File: src/design/reboot_pkg.sv
/*
 * Shared constants of the reboot flash controller: register offsets,
 * field positions, reset values, timing counts and sequencer states.
 * Assumes a 200 MHz system clock.
 */
package reboot_pkg;

    // Timing
    localparam int unsigned SYS_CLK_PERIOD_NS = 5;
    localparam int unsigned SCLK_HALF_NS = 20;
    localparam int unsigned SCLK_HALF_CYC =
        (SCLK_HALF_NS + SYS_CLK_PERIOD_NS - 1) / SYS_CLK_PERIOD_NS;
    localparam int unsigned CAP_READ_WAIT_CYC = 4;

    // Register byte offsets
    localparam logic [7:0] OFS_CONTROL = 8'h00;
    localparam logic [7:0] OFS_IMAGE = 8'h04;
    localparam logic [7:0] OFS_GOLDEN = 8'h08;
    localparam logic [7:0] OFS_UPDATE = 8'h0C;
    localparam logic [7:0] OFS_FLASH = 8'h10;

    // Control register fields
    localparam int unsigned CTL_TRIG_BIT = 17;
    localparam int unsigned CTL_UNLOCK_BIT = 16;
    localparam int unsigned CTL_START_BIT = 6;
    localparam int unsigned CTL_ADDR_LSB = 0;
    localparam int unsigned CTL_ADDR_W = 6;

    // Image register fields
    localparam int unsigned IMG_VALID_BIT = 16;
    localparam int unsigned IMG_VALUE_W = 16;

    // Flash access register fields
    localparam int unsigned FA_READY_BIT = 28;
    localparam int unsigned FA_CS_BIT = 27;
    localparam int unsigned FA_GO_BIT = 26;
    localparam int unsigned FA_COUNT_LSB = 24;
    localparam int unsigned FA_DATA_W = 24;

    // Reset values
    localparam logic [31:0] CONTROL_RESET = 32'h0000_0000;
    localparam logic [31:0] IMAGE_RESET = 32'h0000_0000;
    localparam logic [31:0] BASE_RESET = 32'h0000_0000;
    localparam logic [31:0] FLASH_RESET = 32'h1000_0000;

    typedef enum logic [4:0] {
        SEQ_IDLE = 5'b00001,
        SEQ_TRANSFER_GO_LOAD = 5'b00010,
        SEQ_TRANSFER_GO_WAIT = 5'b00100,
        SEQ_PORT_WRITE = 5'b01000,
        SEQ_RB_WAIT = 5'b10000
    } seq_state_e;

    typedef enum logic [2:0] {
        KIND_RB_PRE = 3'b001,
        KIND_RB_POST = 3'b010,
        KIND_PROG = 3'b100
    } seq_kind_e;

endpackage

File: src/design/spi_byte_if.sv
/*
 * Byte handshake between the sequencer and the serial shifter.
 * Assumes both ends run on the same system clock.
 */
`timescale 1ns/1ps
interface spi_byte_if;
    logic start;
    logic [7:0] tx_byte;
    logic done;
    logic [7:0] rx_byte;

    modport sequencer (output start, output tx_byte, input done, input rx_byte);
    modport shifter (input start, input tx_byte, output done, output rx_byte);
endinterface

File: src/design/reboot_flash_ctrl.sv
/*
 * Register bank and sequencer of the self-reprogramming controller:
 * classic Wishbone slave, flash byte transfers, configuration port
 * readback and reprogram sequences.
 * Assumes one system clock; the config port answers on that clock.
 */
`timescale 1ns/1ps
module reboot_flash_ctrl #(
    parameter logic [15:0] SYNC_WORD_HI = 16'h1234,
    parameter logic [15:0] SYNC_WORD_LO = 16'h5678,
    parameter logic [15:0] NOOP_WORD = 16'h0001,
    parameter logic [15:0] HDR_READ_BASE = 16'h0003,
    parameter int unsigned HDR_ADDR_SHIFT = 5,
    parameter logic [15:0] HDR_CMD_WRITE = 16'h0005,
    parameter logic [15:0] CMD_DESYNC = 16'h0007,
    parameter logic [15:0] CMD_REPROG = 16'h0009,
    parameter int unsigned CAP_W = 16,
    parameter int unsigned READ_WAIT = reboot_pkg::CAP_READ_WAIT_CYC
) (
    // Clock and reset
    input wire logic sys_clk,
    input wire logic rst_n,
    // Wishbone slave
    input wire logic wb_cyc_i,
    input wire logic wb_stb_i,
    input wire logic wb_we_i,
    input wire logic [7:0] wb_adr_i,
    input wire logic [3:0] wb_sel_i,
    input wire logic [31:0] wb_dat_i,
    output logic [31:0] wb_dat_o,
    output logic wb_ack_o,
    // Flash pins
    output logic flash_sclk,
    output logic flash_mosi,
    output logic flash_cs_n,
    input wire logic flash_miso,
    // Configuration access port
    output logic cap_en,
    output logic cap_write,
    output logic [15:0] cap_wdata,
    input wire logic [CAP_W-1:0] cap_rdata
);
    import reboot_pkg::*;

    if (CAP_W < IMG_VALUE_W) begin : g_cap_check
        $error("CAP_W must be at least 16");
    end
    if (READ_WAIT < 1 || READ_WAIT > 8) begin : g_wait_check
        $error("READ_WAIT must be 1 to 8");
    end
    if (HDR_ADDR_SHIFT > 10) begin : g_shift_check
        $error("HDR_ADDR_SHIFT must leave the address inside 16 bits");
    end

    typedef struct packed {
        seq_state_e state;
        seq_kind_e kind;
        logic [2:0] step;
        logic [2:0] wait_cnt;
        logic [1:0] byte_idx;
        logic spi_start;
        logic ack;
        logic [31:0] rdata;
        logic trig;
        logic unlock;
        logic start;
        logic [CTL_ADDR_W-1:0] cfg_addr;
        logic [IMG_VALUE_W-1:0] image;
        logic valid;
        logic [31:0] golden;
        logic [31:0] update;
        logic [FA_DATA_W-1:0] fdata;
        logic [1:0] fcount;
        logic fcs;
        logic fgo;
        logic fready;
        logic cap_en;
        logic cap_write;
        logic [15:0] cap_wdata;
    } ctrl_s;

    ctrl_s cur_reg;
    ctrl_s cur_next;

    spi_byte_if spi_bus ();

    // Byte lane merge for partial writes
    function automatic logic [31:0] merge_lanes(input logic [31:0] old_val,
                                                input logic [31:0] new_val,
                                                input logic [3:0] sel);
        logic [31:0] res;
        res = old_val;
        for (int i = 0; i < 4; i++) begin
            if (sel[i]) begin
                res[8*i +: 8] = new_val[8*i +: 8];
            end
        end
        return res;
    endfunction

    // Port word for a step of a sequence; bit 16 marks the last word
    function automatic logic [16:0] seq_word(input seq_kind_e kind,
                                             input logic [2:0] step,
                                             input logic [CTL_ADDR_W-1:0] addr);
        logic [15:0] rd_hdr;
        logic [16:0] res;
        rd_hdr = HDR_READ_BASE | 16'({10'h000, addr} << HDR_ADDR_SHIFT);
        res = {1'b1, NOOP_WORD};
        unique case (kind)
            KIND_RB_PRE: begin
                unique case (step)
                    3'h0: res = {1'b0, SYNC_WORD_HI};
                    3'h1: res = {1'b0, SYNC_WORD_LO};
                    3'h2: res = {1'b0, NOOP_WORD};
                    3'h3: res = {1'b0, rd_hdr};
                    3'h4: res = {1'b0, NOOP_WORD};
                    default: res = {1'b1, NOOP_WORD};
                endcase
            end
            KIND_RB_POST: begin
                unique case (step)
                    3'h0: res = {1'b0, HDR_CMD_WRITE};
                    3'h1: res = {1'b0, CMD_DESYNC};
                    3'h2: res = {1'b0, NOOP_WORD};
                    default: res = {1'b1, NOOP_WORD};
                endcase
            end
            KIND_PROG: begin
                unique case (step)
                    3'h0: res = {1'b0, SYNC_WORD_HI};
                    3'h1: res = {1'b0, SYNC_WORD_LO};
                    3'h2: res = {1'b0, NOOP_WORD};
                    3'h3: res = {1'b0, HDR_CMD_WRITE};
                    3'h4: res = {1'b0, CMD_REPROG};
                    default: res = {1'b1, NOOP_WORD};
                endcase
            end
            default: res = {1'b1, NOOP_WORD};
        endcase
        return res;
    endfunction

    logic [31:0] control_view;
    logic [31:0] image_view;
    logic [31:0] flash_view;
    logic [31:0] read_mux;
    logic [31:0] wr_control;
    logic [31:0] wr_flash;
    logic [16:0] port_word;
    logic wr_en;

    always_comb begin
        // Reserved positions read as zero
        control_view = CONTROL_RESET;
        control_view[CTL_TRIG_BIT] = cur_reg.trig;
        control_view[CTL_UNLOCK_BIT] = cur_reg.unlock;
        control_view[CTL_START_BIT] = cur_reg.start;
        control_view[CTL_ADDR_LSB +: CTL_ADDR_W] = cur_reg.cfg_addr;
        image_view = IMAGE_RESET;
        image_view[IMG_VALID_BIT] = cur_reg.valid;
        image_view[IMG_VALUE_W-1:0] = cur_reg.image;
        flash_view = 32'h0000_0000;
        flash_view[FA_READY_BIT] = cur_reg.fready;
        flash_view[FA_CS_BIT] = cur_reg.fcs;
        flash_view[FA_GO_BIT] = cur_reg.fgo;
        flash_view[FA_COUNT_LSB +: 2] = cur_reg.fcount;
        flash_view[FA_DATA_W-1:0] = cur_reg.fdata;
        unique case (wb_adr_i)
            OFS_CONTROL: read_mux = control_view;
            OFS_IMAGE: read_mux = image_view;
            OFS_GOLDEN: read_mux = cur_reg.golden;
            OFS_UPDATE: read_mux = cur_reg.update;
            OFS_FLASH: read_mux = flash_view;
            default: read_mux = 32'h0000_0000;
        endcase
        wr_control = merge_lanes(control_view, wb_dat_i, wb_sel_i);
        wr_flash = merge_lanes(flash_view, wb_dat_i, wb_sel_i);
    end

    // Write lands at the edge where the master sees ack
    assign wr_en = wb_cyc_i && wb_stb_i && wb_we_i && cur_reg.ack;
    assign port_word = seq_word(cur_reg.kind, cur_reg.step, cur_reg.cfg_addr);

    always_comb begin
        cur_next = cur_reg;
        cur_next.ack = wb_cyc_i && wb_stb_i && !cur_reg.ack;
        if (wb_cyc_i && wb_stb_i && !cur_reg.ack) begin
            cur_next.rdata = read_mux;
        end
        cur_next.spi_start = 1'b0;
        cur_next.cap_en = 1'b0;
        cur_next.cap_write = 1'b0;

        // Software writes first, so hardware set events below win
        if (wr_en) begin
            unique case (wb_adr_i)
                OFS_CONTROL: begin
                    cur_next.unlock = wr_control[CTL_UNLOCK_BIT];
                    // Unlock must already be held before this write
                    if (wr_control[CTL_TRIG_BIT] && cur_reg.unlock) begin
                        cur_next.trig = 1'b1;
                    end
                    if (wr_control[CTL_START_BIT]) begin
                        cur_next.start = 1'b1;
                    end
                    cur_next.cfg_addr = wr_control[CTL_ADDR_LSB +: CTL_ADDR_W];
                end
                OFS_GOLDEN: cur_next.golden = merge_lanes(cur_reg.golden, wb_dat_i,
                                                          wb_sel_i);
                OFS_UPDATE: cur_next.update = merge_lanes(cur_reg.update, wb_dat_i,
                                                          wb_sel_i);
                OFS_FLASH: begin
                    cur_next.fdata = wr_flash[FA_DATA_W-1:0];
                    cur_next.fcount = wr_flash[FA_COUNT_LSB +: 2];
                    cur_next.fcs = wr_flash[FA_CS_BIT];
                    if (wr_flash[FA_GO_BIT]) begin
                        cur_next.fgo = 1'b1;
                        cur_next.fready = 1'b0;
                    end
                end
                default: begin
                end
            endcase
        end

        unique case (cur_reg.state)
            SEQ_IDLE: begin
                if (cur_reg.fgo) begin
                    cur_next.fgo = 1'b0;
                    cur_next.byte_idx = 2'h0;
                    cur_next.state = SEQ_TRANSFER_GO_LOAD;
                end else if (cur_reg.start) begin
                    cur_next.valid = 1'b0;
                    cur_next.kind = KIND_RB_PRE;
                    cur_next.step = 3'h0;
                    cur_next.state = SEQ_PORT_WRITE;
                end else if (cur_reg.trig) begin
                    cur_next.trig = 1'b0;
                    cur_next.kind = KIND_PROG;
                    cur_next.step = 3'h0;
                    cur_next.state = SEQ_PORT_WRITE;
                end
            end
            SEQ_TRANSFER_GO_LOAD: begin
                cur_next.spi_start = 1'b1;
                cur_next.state = SEQ_TRANSFER_GO_WAIT;
            end
            SEQ_TRANSFER_GO_WAIT: begin
                if (spi_bus.done) begin
                    cur_next.fdata[8*cur_reg.byte_idx +: 8] = spi_bus.rx_byte;
                    // Reserved count 3 is cut to three bytes
                    if (cur_reg.byte_idx == cur_reg.fcount || cur_reg.byte_idx == 2'h2) begin
                        cur_next.fready = 1'b1;
                        cur_next.state = SEQ_IDLE;
                    end else begin
                        cur_next.byte_idx = cur_reg.byte_idx + 2'h1;
                        cur_next.state = SEQ_TRANSFER_GO_LOAD;
                    end
                end
            end
            SEQ_PORT_WRITE: begin
                cur_next.cap_en = 1'b1;
                cur_next.cap_write = 1'b1;
                cur_next.cap_wdata = port_word[15:0];
                cur_next.step = cur_reg.step + 3'h1;
                if (port_word[16]) begin
                    cur_next.wait_cnt = 3'h0;
                    cur_next.state = (cur_reg.kind == KIND_RB_PRE) ? SEQ_RB_WAIT : SEQ_IDLE;
                end
            end
            SEQ_RB_WAIT: begin
                cur_next.cap_en = 1'b1;
                cur_next.wait_cnt = cur_reg.wait_cnt + 3'h1;
                if (cur_reg.wait_cnt == 3'(READ_WAIT - 1)) begin
                    cur_next.image = cap_rdata[IMG_VALUE_W-1:0];
                    cur_next.valid = 1'b1;
                    cur_next.start = 1'b0;
                    cur_next.kind = KIND_RB_POST;
                    cur_next.step = 3'h0;
                    cur_next.state = SEQ_PORT_WRITE;
                end
            end
            default: cur_next.state = SEQ_IDLE;
        endcase
    end

    always_ff @(posedge sys_clk) begin
        if (!rst_n) begin
            cur_reg <= '0;
            cur_reg.state <= SEQ_IDLE;
            cur_reg.kind <= KIND_RB_PRE;
            cur_reg.golden <= BASE_RESET;
            cur_reg.update <= BASE_RESET;
            cur_reg.fready <= FLASH_RESET[FA_READY_BIT];
        end else begin
            cur_reg <= cur_next;
        end
    end

    assign spi_bus.start = cur_reg.spi_start;
    assign spi_bus.tx_byte = cur_reg.fdata[8*cur_reg.byte_idx +: 8];

    spi_byte_shifter #(
        .HALF_CYC(SCLK_HALF_CYC)
    ) u_shifter (
        .sys_clk(sys_clk),
        .rst_n(rst_n),
        .bus(spi_bus.shifter),
        .flash_sclk(flash_sclk),
        .flash_mosi(flash_mosi),
        .flash_miso(flash_miso)
    );

    // Select bit alone drives the pin; a cleared bit gives a dummy transfer
    assign flash_cs_n = !cur_reg.fcs;
    assign wb_ack_o = cur_reg.ack;
    assign wb_dat_o = cur_reg.rdata;
    assign cap_en = cur_reg.cap_en;
    assign cap_write = cur_reg.cap_write;
    assign cap_wdata = cur_reg.cap_wdata;
endmodule

File: src/design/spi_byte_shifter.sv
/*
 * Mode 0 serial master that moves one byte, MSB first.
 * Assumes start is a one-cycle pulse given only while idle.
 */
`timescale 1ns/1ps
module spi_byte_shifter #(
    parameter int unsigned HALF_CYC = reboot_pkg::SCLK_HALF_CYC
) (
    // Clock and reset
    input wire logic sys_clk,
    input wire logic rst_n,
    // Byte handshake
    spi_byte_if.shifter bus,
    // Flash pins
    output logic flash_sclk,
    output logic flash_mosi,
    input wire logic flash_miso
);
    import reboot_pkg::*;

    // Sampling the synchronised input needs two cycles of slack
    if (HALF_CYC < 3) begin : g_half_check
        $error("HALF_CYC must be at least 3");
    end

    typedef struct packed {
        logic busy;
        logic sclk;
        logic mosi;
        logic [7:0] shift;
        logic [2:0] bits;
        logic [7:0] div;
        logic miso_meta;
        logic miso_sync;
        logic done;
        logic [7:0] rx;
    } shifter_s;

    shifter_s cur_reg;
    shifter_s cur_next;

    always_comb begin
        cur_next = cur_reg;
        cur_next.miso_meta = flash_miso;
        cur_next.miso_sync = cur_reg.miso_meta;
        cur_next.done = 1'b0;
        if (!cur_reg.busy) begin
            if (bus.start) begin
                cur_next.busy = 1'b1;
                cur_next.shift = bus.tx_byte;
                cur_next.mosi = bus.tx_byte[7];
                cur_next.bits = 3'h0;
                cur_next.div = 8'h00;
                cur_next.sclk = 1'b0;
            end
        end else if (cur_reg.div == 8'(HALF_CYC - 1)) begin
            cur_next.div = 8'h00;
            if (!cur_reg.sclk) begin
                cur_next.sclk = 1'b1;
            end else begin
                // Late in the high phase the synced sample is settled
                cur_next.shift = {cur_reg.shift[6:0], cur_reg.miso_sync};
                cur_next.sclk = 1'b0;
                if (cur_reg.bits == 3'h7) begin
                    cur_next.busy = 1'b0;
                    cur_next.done = 1'b1;
                    cur_next.rx = {cur_reg.shift[6:0], cur_reg.miso_sync};
                end else begin
                    cur_next.bits = cur_reg.bits + 3'h1;
                    cur_next.mosi = cur_reg.shift[6];
                end
            end
        end else begin
            cur_next.div = cur_reg.div + 8'h01;
        end
    end

    always_ff @(posedge sys_clk) begin
        if (!rst_n) begin
            cur_reg <= '0;
        end else begin
            cur_reg <= cur_next;
        end
    end

    assign flash_sclk = cur_reg.sclk;
    assign flash_mosi = cur_reg.mosi;
    assign bus.done = cur_reg.done;
    assign bus.rx_byte = cur_reg.rx;
endmodule

File: config.mk
export PLATFORM = sky130hd
export DESIGN_NAME = reboot_flash_ctrl
export DESIGN_NICKNAME = d
export VERILOG_FILES = /design/src/design/reboot_pkg.sv /design/src/design/spi_byte_if.sv /design/src/design/reboot_flash_ctrl.sv /design/src/design/spi_byte_shifter.sv
export SDC_FILE = /design/constraint.sdc
export NUM_CORES = 1
export LEC_CHECK = 0
export ABC_AREA = 1
export BUFFER_PORTS_ARGS = -buffer_cell sky130_fd_sc_hd__buf_2
export CORE_ASPECT_RATIO = 2
export CORE_MARGIN = 2
export CORE_UTILIZATION = 30
export CTS_CLUSTER_DIAMETER = 100
export DETAILED_ROUTE_END_ITERATION = 7
export PLACE_DENSITY = 0.6
export SETUP_SLACK_MARGIN = 0.02
export SYNTH_ARGS = -nofsm -noshare
export SYNTH_HDL_FRONTEND = slang
export SYNTH_HIERARCHICAL = 1
export SYNTH_SLANG_ARGS = --single-unit
export TNS_END_PERCENT = 50
File: constraint.sdc
create_clock -name sys_clk -period 2 [get_ports sys_clk]
set_input_delay 0.4 -clock sys_clk [delete_from_list [all_inputs] [get_ports sys_clk]]
set_output_delay 0.4 -clock sys_clk [all_outputs]
set_load 0.05 [all_outputs]
==> results of run 1 <==
==> worst max-delay path: cells and delay by family, from the launching register on <==
kind                   cells  cell delay (ns)
buffers and inverters      3             0.23
AND/OR/NAND/NOR            4             0.60
flip-flops                 1             0.34
AO/OA/AOI/OAI              2             0.55
==> per-stage QoR <==
stage	area, sq um	instances
after floorplan	10560	1494
after global placement	11360	1979
after detailed placement	11360	1979
after CTS	12010	2016
after global routing	12020	2016
final	12020	2016
==> synth_stat cells (2+ instances only) <==
library cell	instances
nor2_4	10
a211oi_1	2
nand3_2	3
nand3b_1	2
o21ai_0	151
o21bai_1	6
nor3_2	2
xnor2_1	3
buf_2	18
o211ai_1	15
nor3_4	3
o22ai_1	3
a31oi_1	4
nand2_1	315
buf_4	67
inv_2	21
o21ai_1	8
inv_1	111
a21oi_1	132
nand3_1	107
nand4_1	24
clkbuf_1	31
nand2_2	6
clkinv_1	4
nand2_4	4
dfxtp_1	215
nor2_1	171
nand4_4	2
ha_1	18
xor2_1	2
nor3_1	7
nor2_2	11
buf_6	3
==> layer usage <==
metal	GRT usage	vias up
met1	0.1761	4639
met3	0.01936	84
met5	0	-
met4	0.09594	0
li1	-	4935
met2	0.3499	264
==> worst paths after layout <==
check                   startpoint                     to  slack (ns)  cells after the start
max                   cur_reg[183]            cur_reg[32]        0.17                      9
min reg2reg  u_shifter/cur_next[9]   u_shifter/cur_reg[9]        0.42                      2
min                     flash_miso  u_shifter/cur_next[9]        0.07                      3
max reg2reg           cur_reg[183]            cur_reg[32]        0.17                      9
==> repair_timing <==
action / 4_1_cts / 5_1_grt
setup buffers: 0 / 0
gates resized for setup: 0 / 2
endpoints found under the setup margin: 0 / 4
==> cell families (layout without fill, tap and decap cells) <==
family / count (synthesis) / count (layout) / share of synthesized area
AO/OA/AOI/OAI: 323 / 323 / 0.1604
adder cells (fa/ha/maj): 18 / 18 / 0.02135
flip-flops: 215 / 215 / 0.4079
AND/OR/NAND/NOR: 673 / 673 / 0.2861
XOR/XNOR: 5 / 5 / 0.004151
other: 1 / 3 / 0.0003554
buffers and inverters: 257 / 334 / 0.1196
==> layout make-up <==
class	count	area [sq um]	share of cell area
clock buffers	30	579.3	0.04821
clock inverters	7	67.56	0.005623
inverters	136	510.5	0.04249
multi-input cells	1022	5001	0.4162
flip-flops and latches	215	4304	0.3582
well taps	445	556.8	0.04634
repair buffers	161	996.0	0.08289
==> power by group through the flow <==
stage	Combinational (mW)	Clock [mW]	Sequential [mW]
6_report	0.692	3.91	4.34
5_1_grt	0.766	4.16	4.35
4_1_cts	0.690	4.01	4.34
3_5_place_dp	0.686	0	4.44
3_3_place_gp	0.683	0	4.44
2_1_floorplan	0.454	0	4.44
==> impl_results.md, run 1 <==
- Inserted Clock Buffers: 21
- Max VDD drop: ~0.00069 V
- Total global-route track usage: 0.1787
- Setup WS pre-CTS: 0.07063 ns
- Flip-flop and latch count after synthesis: between 200 and 250
- Clk_lat worst skew: around 0.52 ns
- Most frequent cells in the layout: nand2_1 (315), dfxtp_1 (215), nor2_1 (169), o21ai_0 (151), a21oi_1 (132)
- Wire per inst: about 16 um
- Total net switching power: 2.280 mW
- Max cap viols: 0
- Crit-path slowest cell: o21ai_0
- Commonest non-fill, non-tap cell in the layout: nand2_1
- Detailed placement HPWL: ~26 mm
- CTS Hold Buffers Added: 0
- Setup ws final: 0.1692 ns
- Fill count: 3770
- Initial antenna violation count: 0
- Mapped Cells: 1492
- Register area share after synthesis: 0.4079
- Top FF cell, synth: dfxtp_1
- CP cell instances: inv_2 -> nand2_1 -> nor2_4 -> inv_2 -> nor2_2 -> nand2_2 -> o21ai_0 -> o21bai_1 -> inv_1
- Routed wl met2: approximately 18 mm
- Leading area contributor after synthesis: dfxtp_1
- Layout Utilization: 0.3449
- Pin count of the biggest net entering global routing: 57
- First DRT Iteration DRCs: 471
- GRT overflow: 0
- Ant. Diodes: 0
- Hold_ws: between 0.07 and 0.08 ns
- Pwr Density: 744.9 nW/um^2
- Die area: about 37000 sq um
- DRT Pass-1 Iters: 5
- Flop pwr share: 0.485
- Combinational share of power: 0.077
- Fin crit share: 0.9154
- First-pass GRT wire length: 51.36 mm
- Crit path launch type: flip-flop
- Crit path max fanout: 10
- CTS Buffer Depth: 3
- Data arrival, critical path: roughly 2.3 ns
- Max FFs per register: 126
- DRC: 0
- Synth cell types: 44
- CTS sink cnt: ~220
- Worst-Margin Slew: just over 0.5 ns
- Crit-path max cell delay: between 0.3 and 0.4 ns
- Share of cells above drive strength 1: 0.1649
- Clock share of power: 0.437
- Fin. max-slew vios: 0
- Tot Pwr: approximately 9.0 mW
- Core Region: 34830 sq um
- Final GP Congestion: slightly above 0.9
- Synth Cell Area: 10550 sq um
- Most used cell, CP: inv_2
- Final WL: approximately 33 mm
- H-Tree Depth: 1
- Routed wl met3: around 1.4 mm
- Sw frac: 0.2548
- Via count: between 9000 and 10000
- Crit end category: flip-flop
- YS warnings: 6
- Setup TNS: 0 ns
- Die width: between 100 and 150 um
- Final Skew: 0.02028 ns
- Number of synthesized flops with an enable pin: 0
- Port Buf Inserts: 116
- RSZ-0062 raised after global routing: false
- Synth top area share: 0.4079
- Final ANT Viol Nets: 0
- Fmax: between 0.5 and 0.6 GHz
- CTS tree: yes
- Vias in the first global route: between 9000 and 10000
- Critical path class: reg2reg
- Nets: 1641
- Pleak: roughly 5.2 nW
- Max Used Layer: met4
- P&R area growth vs syn: 13.87%
- Endpoints failing hold: 0
- FP Rows: 97
- Cell Int Power: roughly 6.7 mW
- Status: finished clean
- Required @ worst endpoint: between 2 and 2.5 ns
- Syn avg cell area: between 7 and 8 sq um
- Met1 Wirelength: ~12 mm
- Clock Tree Root: clkbuf_16
- Io pins: 120
- Crit path time final: around 1.8 ns
- Vias per std cell: 4.922
- Die Y: 269.2 um
- Initial core utilization: 0.3029
- Setup violators final: 0
- FFs w/ async S/R, synth: 0
- Clock transition at path regs: roughly 0.070 ns
- Top cells by area, synth: dfxtp_1 (41%), nand2_1 (11%), o21ai_0 (7.2%), a21oi_1 (6.3%), nor2_1 (6.1%)
- Relative slew slack: 0.6558
- Hold crit path type: in2reg
(Power assumes the default switching activity.)
==> run 2: changes to the inputs <==
Settings changed: GPL_TIMING_DRIVEN set to 0, SETUP_SLACK_MARGIN 0.02 to unset.
==> run 2 against run 1 <==
  * Clock-buffer cell count is the same
  * First-iteration DRC count grew 19%
  * Clock power grew 15%
  * Final cell count grew 3.9%
  * Critical path depth shrank 2
  * Flip-flop and latch count is the same
  * Die area is the same
  * Sequential power is essentially flat
  * Worst setup slack lost 0.045 ns
  * Utilization grew 1.5 points
  * Largest cell class unchanged
  * Highest routed layer unchanged
==> impl_results.md, run 2 (synthesis results as in run 1) <==
- Final Skew: 0.01108 ns (was 0.02028 ns)
- Endpoints failing hold: 0 (unchanged)
- Crit end category: flip-flop (unchanged)
- Data arrival, critical path: 2.31 ns (was 2.25 ns)
- Fin. max-slew vios: 0 (unchanged)
- Pleak: 5.494 nW (was 5.150 nW)
- Max cap viols: 0 (unchanged)
- Die width: 136.6 um (unchanged)
- Wire per inst: 17.45 um (was 16.48 um)
- Die Y: 269.2 um (unchanged)
- Core Region: 34830 sq um (unchanged)
- Initial core utilization: 0.3029 (unchanged)
- Final WL: 36.55 mm (was 33.23 mm)
- Hold_ws: 0.07482 ns (was 0.07236 ns)
- Most frequent cells in the layout: nand2_1 (314), dfxtp_1 (214), nor2_1 (170), o21ai_0 (147), buf_2 (132) (was nand2_1 (315), dfxtp_1 (215), nor2_1 (169), o21ai_0 (151), a21oi_1 (132))
- Share of cells above drive strength 1: 0.1947 (was 0.1649)
- Max VDD drop: 0.0005862 V (was 0.0006904 V)
- First DRT Iteration DRCs: 561 (was 471)
- CTS tree: yes (unchanged)
- Total global-route track usage: 0.1956 (was 0.1787)
- P&R area growth vs syn: 18.96% (was 13.87%)
- Io pins: 120 (unchanged)
- Clock transition at path regs: 0.07 ns (about the same)
- Vias per std cell: 4.909 (was 4.922)
- Hold crit path type: in2reg (unchanged)
- Inserted Clock Buffers: 22 (was 21)
- FP Rows: 97 (unchanged)
- Setup violators final: 0 (unchanged)
- DRC: 0 (unchanged)
- GRT overflow: 0 (unchanged)
- Final GP Congestion: 0.9224 (was 0.9127)
- Required @ worst endpoint: 2.44 ns (was 2.42 ns)
- Detailed placement HPWL: 29.00 mm (was 25.85 mm)
- Crit path time final: 1.876 ns (was 1.831 ns)
- Via count: 10280 (was 9922)
- Sw frac: 0.2437 (was 0.2548)
- Status: finished clean (unchanged)
- DRT Pass-1 Iters: 5 (unchanged)
- R2R Setup Slk: 0.12 ns (was 0.17 ns)
- First-pass GRT wire length: 55.06 mm (was 51.36 mm)
- Cell Int Power: 7.232 mW (was 6.670 mW)
- Initial antenna violation count: 0 (unchanged)
- Max FFs per register: 126 (unchanged)
- Total net switching power: 2.330 mW (was 2.280 mW)
- Nets: 1718 (was 1641)
- Clk_lat worst skew: 0.52 ns (about the same)
- Clock Tree Root: clkbuf_16 (unchanged)
- H-Tree Depth: 1 (unchanged)
- Crit path launch type: flip-flop (unchanged)
- Final ANT Viol Nets: 0 (unchanged)
- Flop pwr share: 0.454 (was 0.485)
- CTS Buffer Depth: 3 (unchanged)
- CTS sink cnt: 215 (unchanged)
- Worst-Margin Slew: 0.8104 ns (was 0.5125 ns)
- Ant. Diodes: 0 (unchanged)
- Setup TNS: 0 ns (unchanged)
- Pwr Density: 761.8 nW/um^2 (was 744.9 nW/um^2)
- Port Buf Inserts: 116 (unchanged)
- Fmax: 0.5330 GHz (was 0.5462 GHz)
- Relative slew slack: 0.4597 (was 0.6558)
- Vias in the first global route: 10106 (was 9725)
- Die area: 36780 sq um (unchanged)
- Critical path class: reg2reg (unchanged)
- Fin crit share: 0.9381 (was 0.9154)
- Clock share of power: 0.469 (was 0.437)
- Commonest non-fill, non-tap cell in the layout: nand2_1 (unchanged)
- Combinational share of power: 0.077 (about the same)
- Pin count of the biggest net entering global routing: 15 (was 57)
- Crit path max fanout: 9 (was 10)
- Fill count: 3726 (was 3770)
- CTS Hold Buffers Added: 0 (unchanged)
## run 2: changes by cell type in the layout (fill, tap and decap cells not counted), sizes merged
cell and change:
clkinvlp +1, clkbuf +31, inv -1, buf +45, bufinv +2
## run 2: routing by layer
metal | vias up | global-route usage | routed length [um]
met5 | - | 0 | 0
met4 | 0 | 0.1283 | 2699
met3 | 113 | 0.01993 | 1495
met2 | 334 | 0.3825 | 19910
met1 | 4733 | 0.1841 | 12450
li1 | 5100 | - | -
## run 2: area by class of cell
type / instances / area (sq um) / area share
Inverter: 136 / 516.7 / 0.04117
Sequential cell: 215 / 4305 / 0.3430
Clock buffer: 30 / 661.9 / 0.05273
Timing Repair Buffer: 117 / 588.1 / 0.04685
Buffer: 120 / 770.7 / 0.06140
Tap cell: 445 / 556.8 / 0.04436
Multi-Input combinational cell: 1022 / 5025 / 0.4003
Clock inverter: 9 / 127.6 / 0.01017
## run 2: stage by stage
step           power, mW  setup WS [ns]  cells    util  area [sq um]
2_1_floorplan      4.892        0.04230   1494       -         10560
3_3_place_gp       5.160        -0.3991   2055  0.3358         11700
3_5_place_dp       5.165        -0.4503   2055  0.3358         11700
4_1_cts            9.627        0.03190   2094  0.3590         12510
5_1_grt            9.865    -0.00009526   2094  0.3604         12550
6_report           9.562         0.1238   2094  0.3604         12550
## run 2: final timing paths
path,start,end,depth (start not counted)
max,cur_reg[172],cur_reg[35],7
min,flash_miso,u_shifter/cur_next[9],3
max reg2reg,cur_reg[172],cur_reg[35],7
min reg2reg,u_shifter/cur_next[9],u_shifter/cur_reg[9],2
## run 2: critical path, stage by stage, from the launching register on
cell and delay, ns:
dfxtp_1 0.38, buf_6 0.17, clkinvlp_4 0.13, ha_1 0.33, nand2_1 0.15, nor2_4 0.22, nand3_1 0.21, a21oi_1 0.19
## run 2: power groups by stage
| stage | combinational [mW] | clock, mW | sequential, mW |
|---|---|---|---|
| final | 0.732 | 4.49 | 4.34 |
| after global routing | 0.797 | 4.72 | 4.35 |
| after CTS | 0.728 | 4.56 | 4.34 |
| after detailed placement | 0.724 | 0 | 4.44 |
| after global placement | 0.721 | 0 | 4.44 |
| after floorplan | 0.454 | 0 | 4.44 |
## run 2: what timing repair did
item	in CTS	in global routing
resized for setup	11	15
endpoints found under the setup margin	26	17
setup buffers	0	1
pin swaps	0	0
==> run 3: changes to the inputs <==
Settings changed: CORE_MARGIN 2 to 5, MAX_ROUTING_LAYER set to met4.
==> run 3 against run 2 <==
  * Utilization shrank 0.35 points
  * Total power down 1.7%
  * Die area grew 6.7%
  * Critical path type unchanged
  * Worst hold slack better by 0.023 ns
  * Sequential power barely moved
  * Non-clock buffer count stayed put
==> impl_results.md, run 3 (synthesis results as in run 1) <==
- Data arrival, critical path: 2.27 ns (was 2.31 ns)
- GRT overflow: 0 (unchanged)
- Clk_lat worst skew: 0.52 ns (about the same)
- Ant. Diodes: 0 (unchanged)
- Required @ worst endpoint: 2.39 ns (was 2.44 ns)
- Wire per inst: 17.73 um (was 17.45 um)
- Crit end category: flip-flop (unchanged)
- First-pass GRT wire length: 55.78 mm (was 55.06 mm)
- H-Tree Depth: 1 (unchanged)
- Crit path max fanout: 10 (was 9)
- Crit path launch type: flip-flop (unchanged)
- Fin crit share: 0.9372 (was 0.9381)
- Most frequent cells in the layout: nand2_1 (314), dfxtp_1 (214), nor2_1 (170), o21ai_0 (147), buf_2 (133) (was nand2_1 (314), dfxtp_1 (214), nor2_1 (170), o21ai_0 (147), buf_2 (132))
- Critical path class: reg2reg (unchanged)
- CTS Buffer Depth: 3 (unchanged)
- Detailed placement HPWL: 29.37 mm (was 29.00 mm)
- Inserted Clock Buffers: 21 (was 22)
- Clock Tree Root: clkbuf_16 (unchanged)
- Hold crit path type: in2reg (unchanged)
- Initial core utilization: 0.3019 (was 0.3029)
- Fin. max-slew vios: 0 (unchanged)
- Fmax: 0.5335 GHz (was 0.5330 GHz)
- FF/Latch Area: 4305 sq um (unchanged)
- Area occupied by multi-input gates: 5010 sq um (was 5025 sq um)
- Initial antenna violation count: 0 (unchanged)
- DRT Pass-1 Iters: 5 (unchanged)
- First DRT Iteration DRCs: 654 (was 561)
- Finished Cell Area: 12470 sq um (was 12550 sq um)
- Die area: 39250 sq um (was 36780 sq um)
- CTS sink cnt: 215 (unchanged)
- Io pins: 120 (unchanged)
- Pleak: 5.452 nW (was 5.494 nW)
- Max FFs per register: 126 (unchanged)
- Final GP Congestion: 0.9415 (was 0.9224)
- Nets: 1717 (was 1718)
- Placement Cell Area: 11700 sq um (unchanged)
- Crit path time final: 1.874 ns (was 1.876 ns)
- Max VDD drop: 0.0005200 V (was 0.0005862 V)
- Final WL: 37.08 mm (was 36.55 mm)
- Max cap viols: 0 (unchanged)
- Vias per std cell: 4.969 (was 4.909)
- FP Rows: 97 (unchanged)
- CTS tree: yes (unchanged)
- Setup TNS: 0 ns (unchanged)
- Share of cells above drive strength 1: 0.1896 (was 0.1947)
- Port Buf Inserts: 116 (unchanged)
- Relative slew slack: 0.4206 (was 0.4597)
- Vias in the first global route: 10176 (was 10106)
- Fill count: 3732 (was 3726)
- Final ANT Viol Nets: 0 (unchanged)
- Final Skew: 0.02115 ns (was 0.01108 ns)
- Endpoints failing hold: 0 (unchanged)
- DRC: 0 (unchanged)
- Worst-Margin Slew: 0.8644 ns (was 0.8104 ns)
- Clock transition at path regs: 0.06 ns (was 0.07 ns)
- P&R area growth vs syn: 18.21% (was 18.96%)
- Die width: 142.6 um (was 136.6 um)
- Via count: 10390 (was 10280)
- Pin count of the biggest net entering global routing: 16 (was 15)
- Total global-route track usage: 0.1890 (was 0.1956)
- Die Y: 275.2 um (was 269.2 um)
- Core Region: 34950 sq um (was 34830 sq um)
- Commonest non-fill, non-tap cell in the layout: nand2_1 (unchanged)
- Setup violators final: 0 (unchanged)
- Pwr Density: 753.3 nW/um^2 (was 761.8 nW/um^2)
- Status: finished clean (unchanged)
run 3: area by class of cell:
cell class,count,area share
well taps,445,0.04464
repair buffers,117,0.04715
plain buffers,120,0.06139
inverters,136,0.04143
flip-flops and latches,215,0.3452
clock inverters,7,0.01083
clock buffers,29,0.04775
multi-input cells,1022,0.4016
run 3: repair_timing:
action | in CTS | in global routing
hold buffers | 0 | 0
gates resized for setup | 10 | 11
pin swaps | 0 | 1
setup buffers | 0 | 1
endpoints found under the setup margin | 25 | 23
run 3: critical path, stage by stage (launching register included):
cell and delay (ns):
dfxtp_1 0.38, buf_6 0.18, clkinvlp_4 0.13, ha_1 0.19, buf_2 0.16, inv_1 0.10, clkbuf_4 0.20, nor3_1 0.07
o21ai_0 0.17, o21bai_1 0.13, inv_1 0.04
run 3: final timing paths:
kind,start,endpoint,slack (ns),cells past startpoint
max,cur_reg[172],cur_reg[28],0.13,10
min,flash_miso,u_shifter/cur_next[9],0.1,3
max reg2reg,cur_reg[172],cur_reg[28],0.13,10
min reg2reg,u_shifter/cur_next[9],u_shifter/cur_reg[9],0.41,2
run 3: metal layers:
metal | vias to the layer above | share of wire | GRT usage
li1 | 5101 | - | -
met5 | - | 0 | -
met3 | 129 | 0.048 | 0.01872
met2 | 361 | 0.54 | 0.3557
met1 | 4799 | 0.34 | 0.1756
met4 | 0 | 0.077 | 0.1297
run 3: power breakdown:
part	leakage, nW	internal (mW)	switching [mW]
clock network	0.361	2.59	1.72
logic	3.36	0.204	0.534
registers	1.73	4.32	0.0251
total	5.45	7.11	2.28
run 3: metrics by stage:
| step | cells | power (mW) | worst slack (ns) | util | hold WS [ns] |
|---|---|---|---|---|---|
| after floorplan | 1494 | 4.892 | 0.04230 | - | 0.3905 |
| after global placement | 2055 | 5.161 | -0.3860 | 0.3346 | 0.4026 |
| after detailed placement | 2055 | 5.170 | -0.3902 | 0.3346 | 0.4012 |
| after CTS | 2091 | 9.451 | 0.03389 | 0.3559 | 0.08782 |
| after global routing | 2091 | 9.687 | -0.001960 | 0.3569 | 0.1187 |
| final | 2091 | 9.395 | 0.1256 | 0.3569 | 0.09753 |
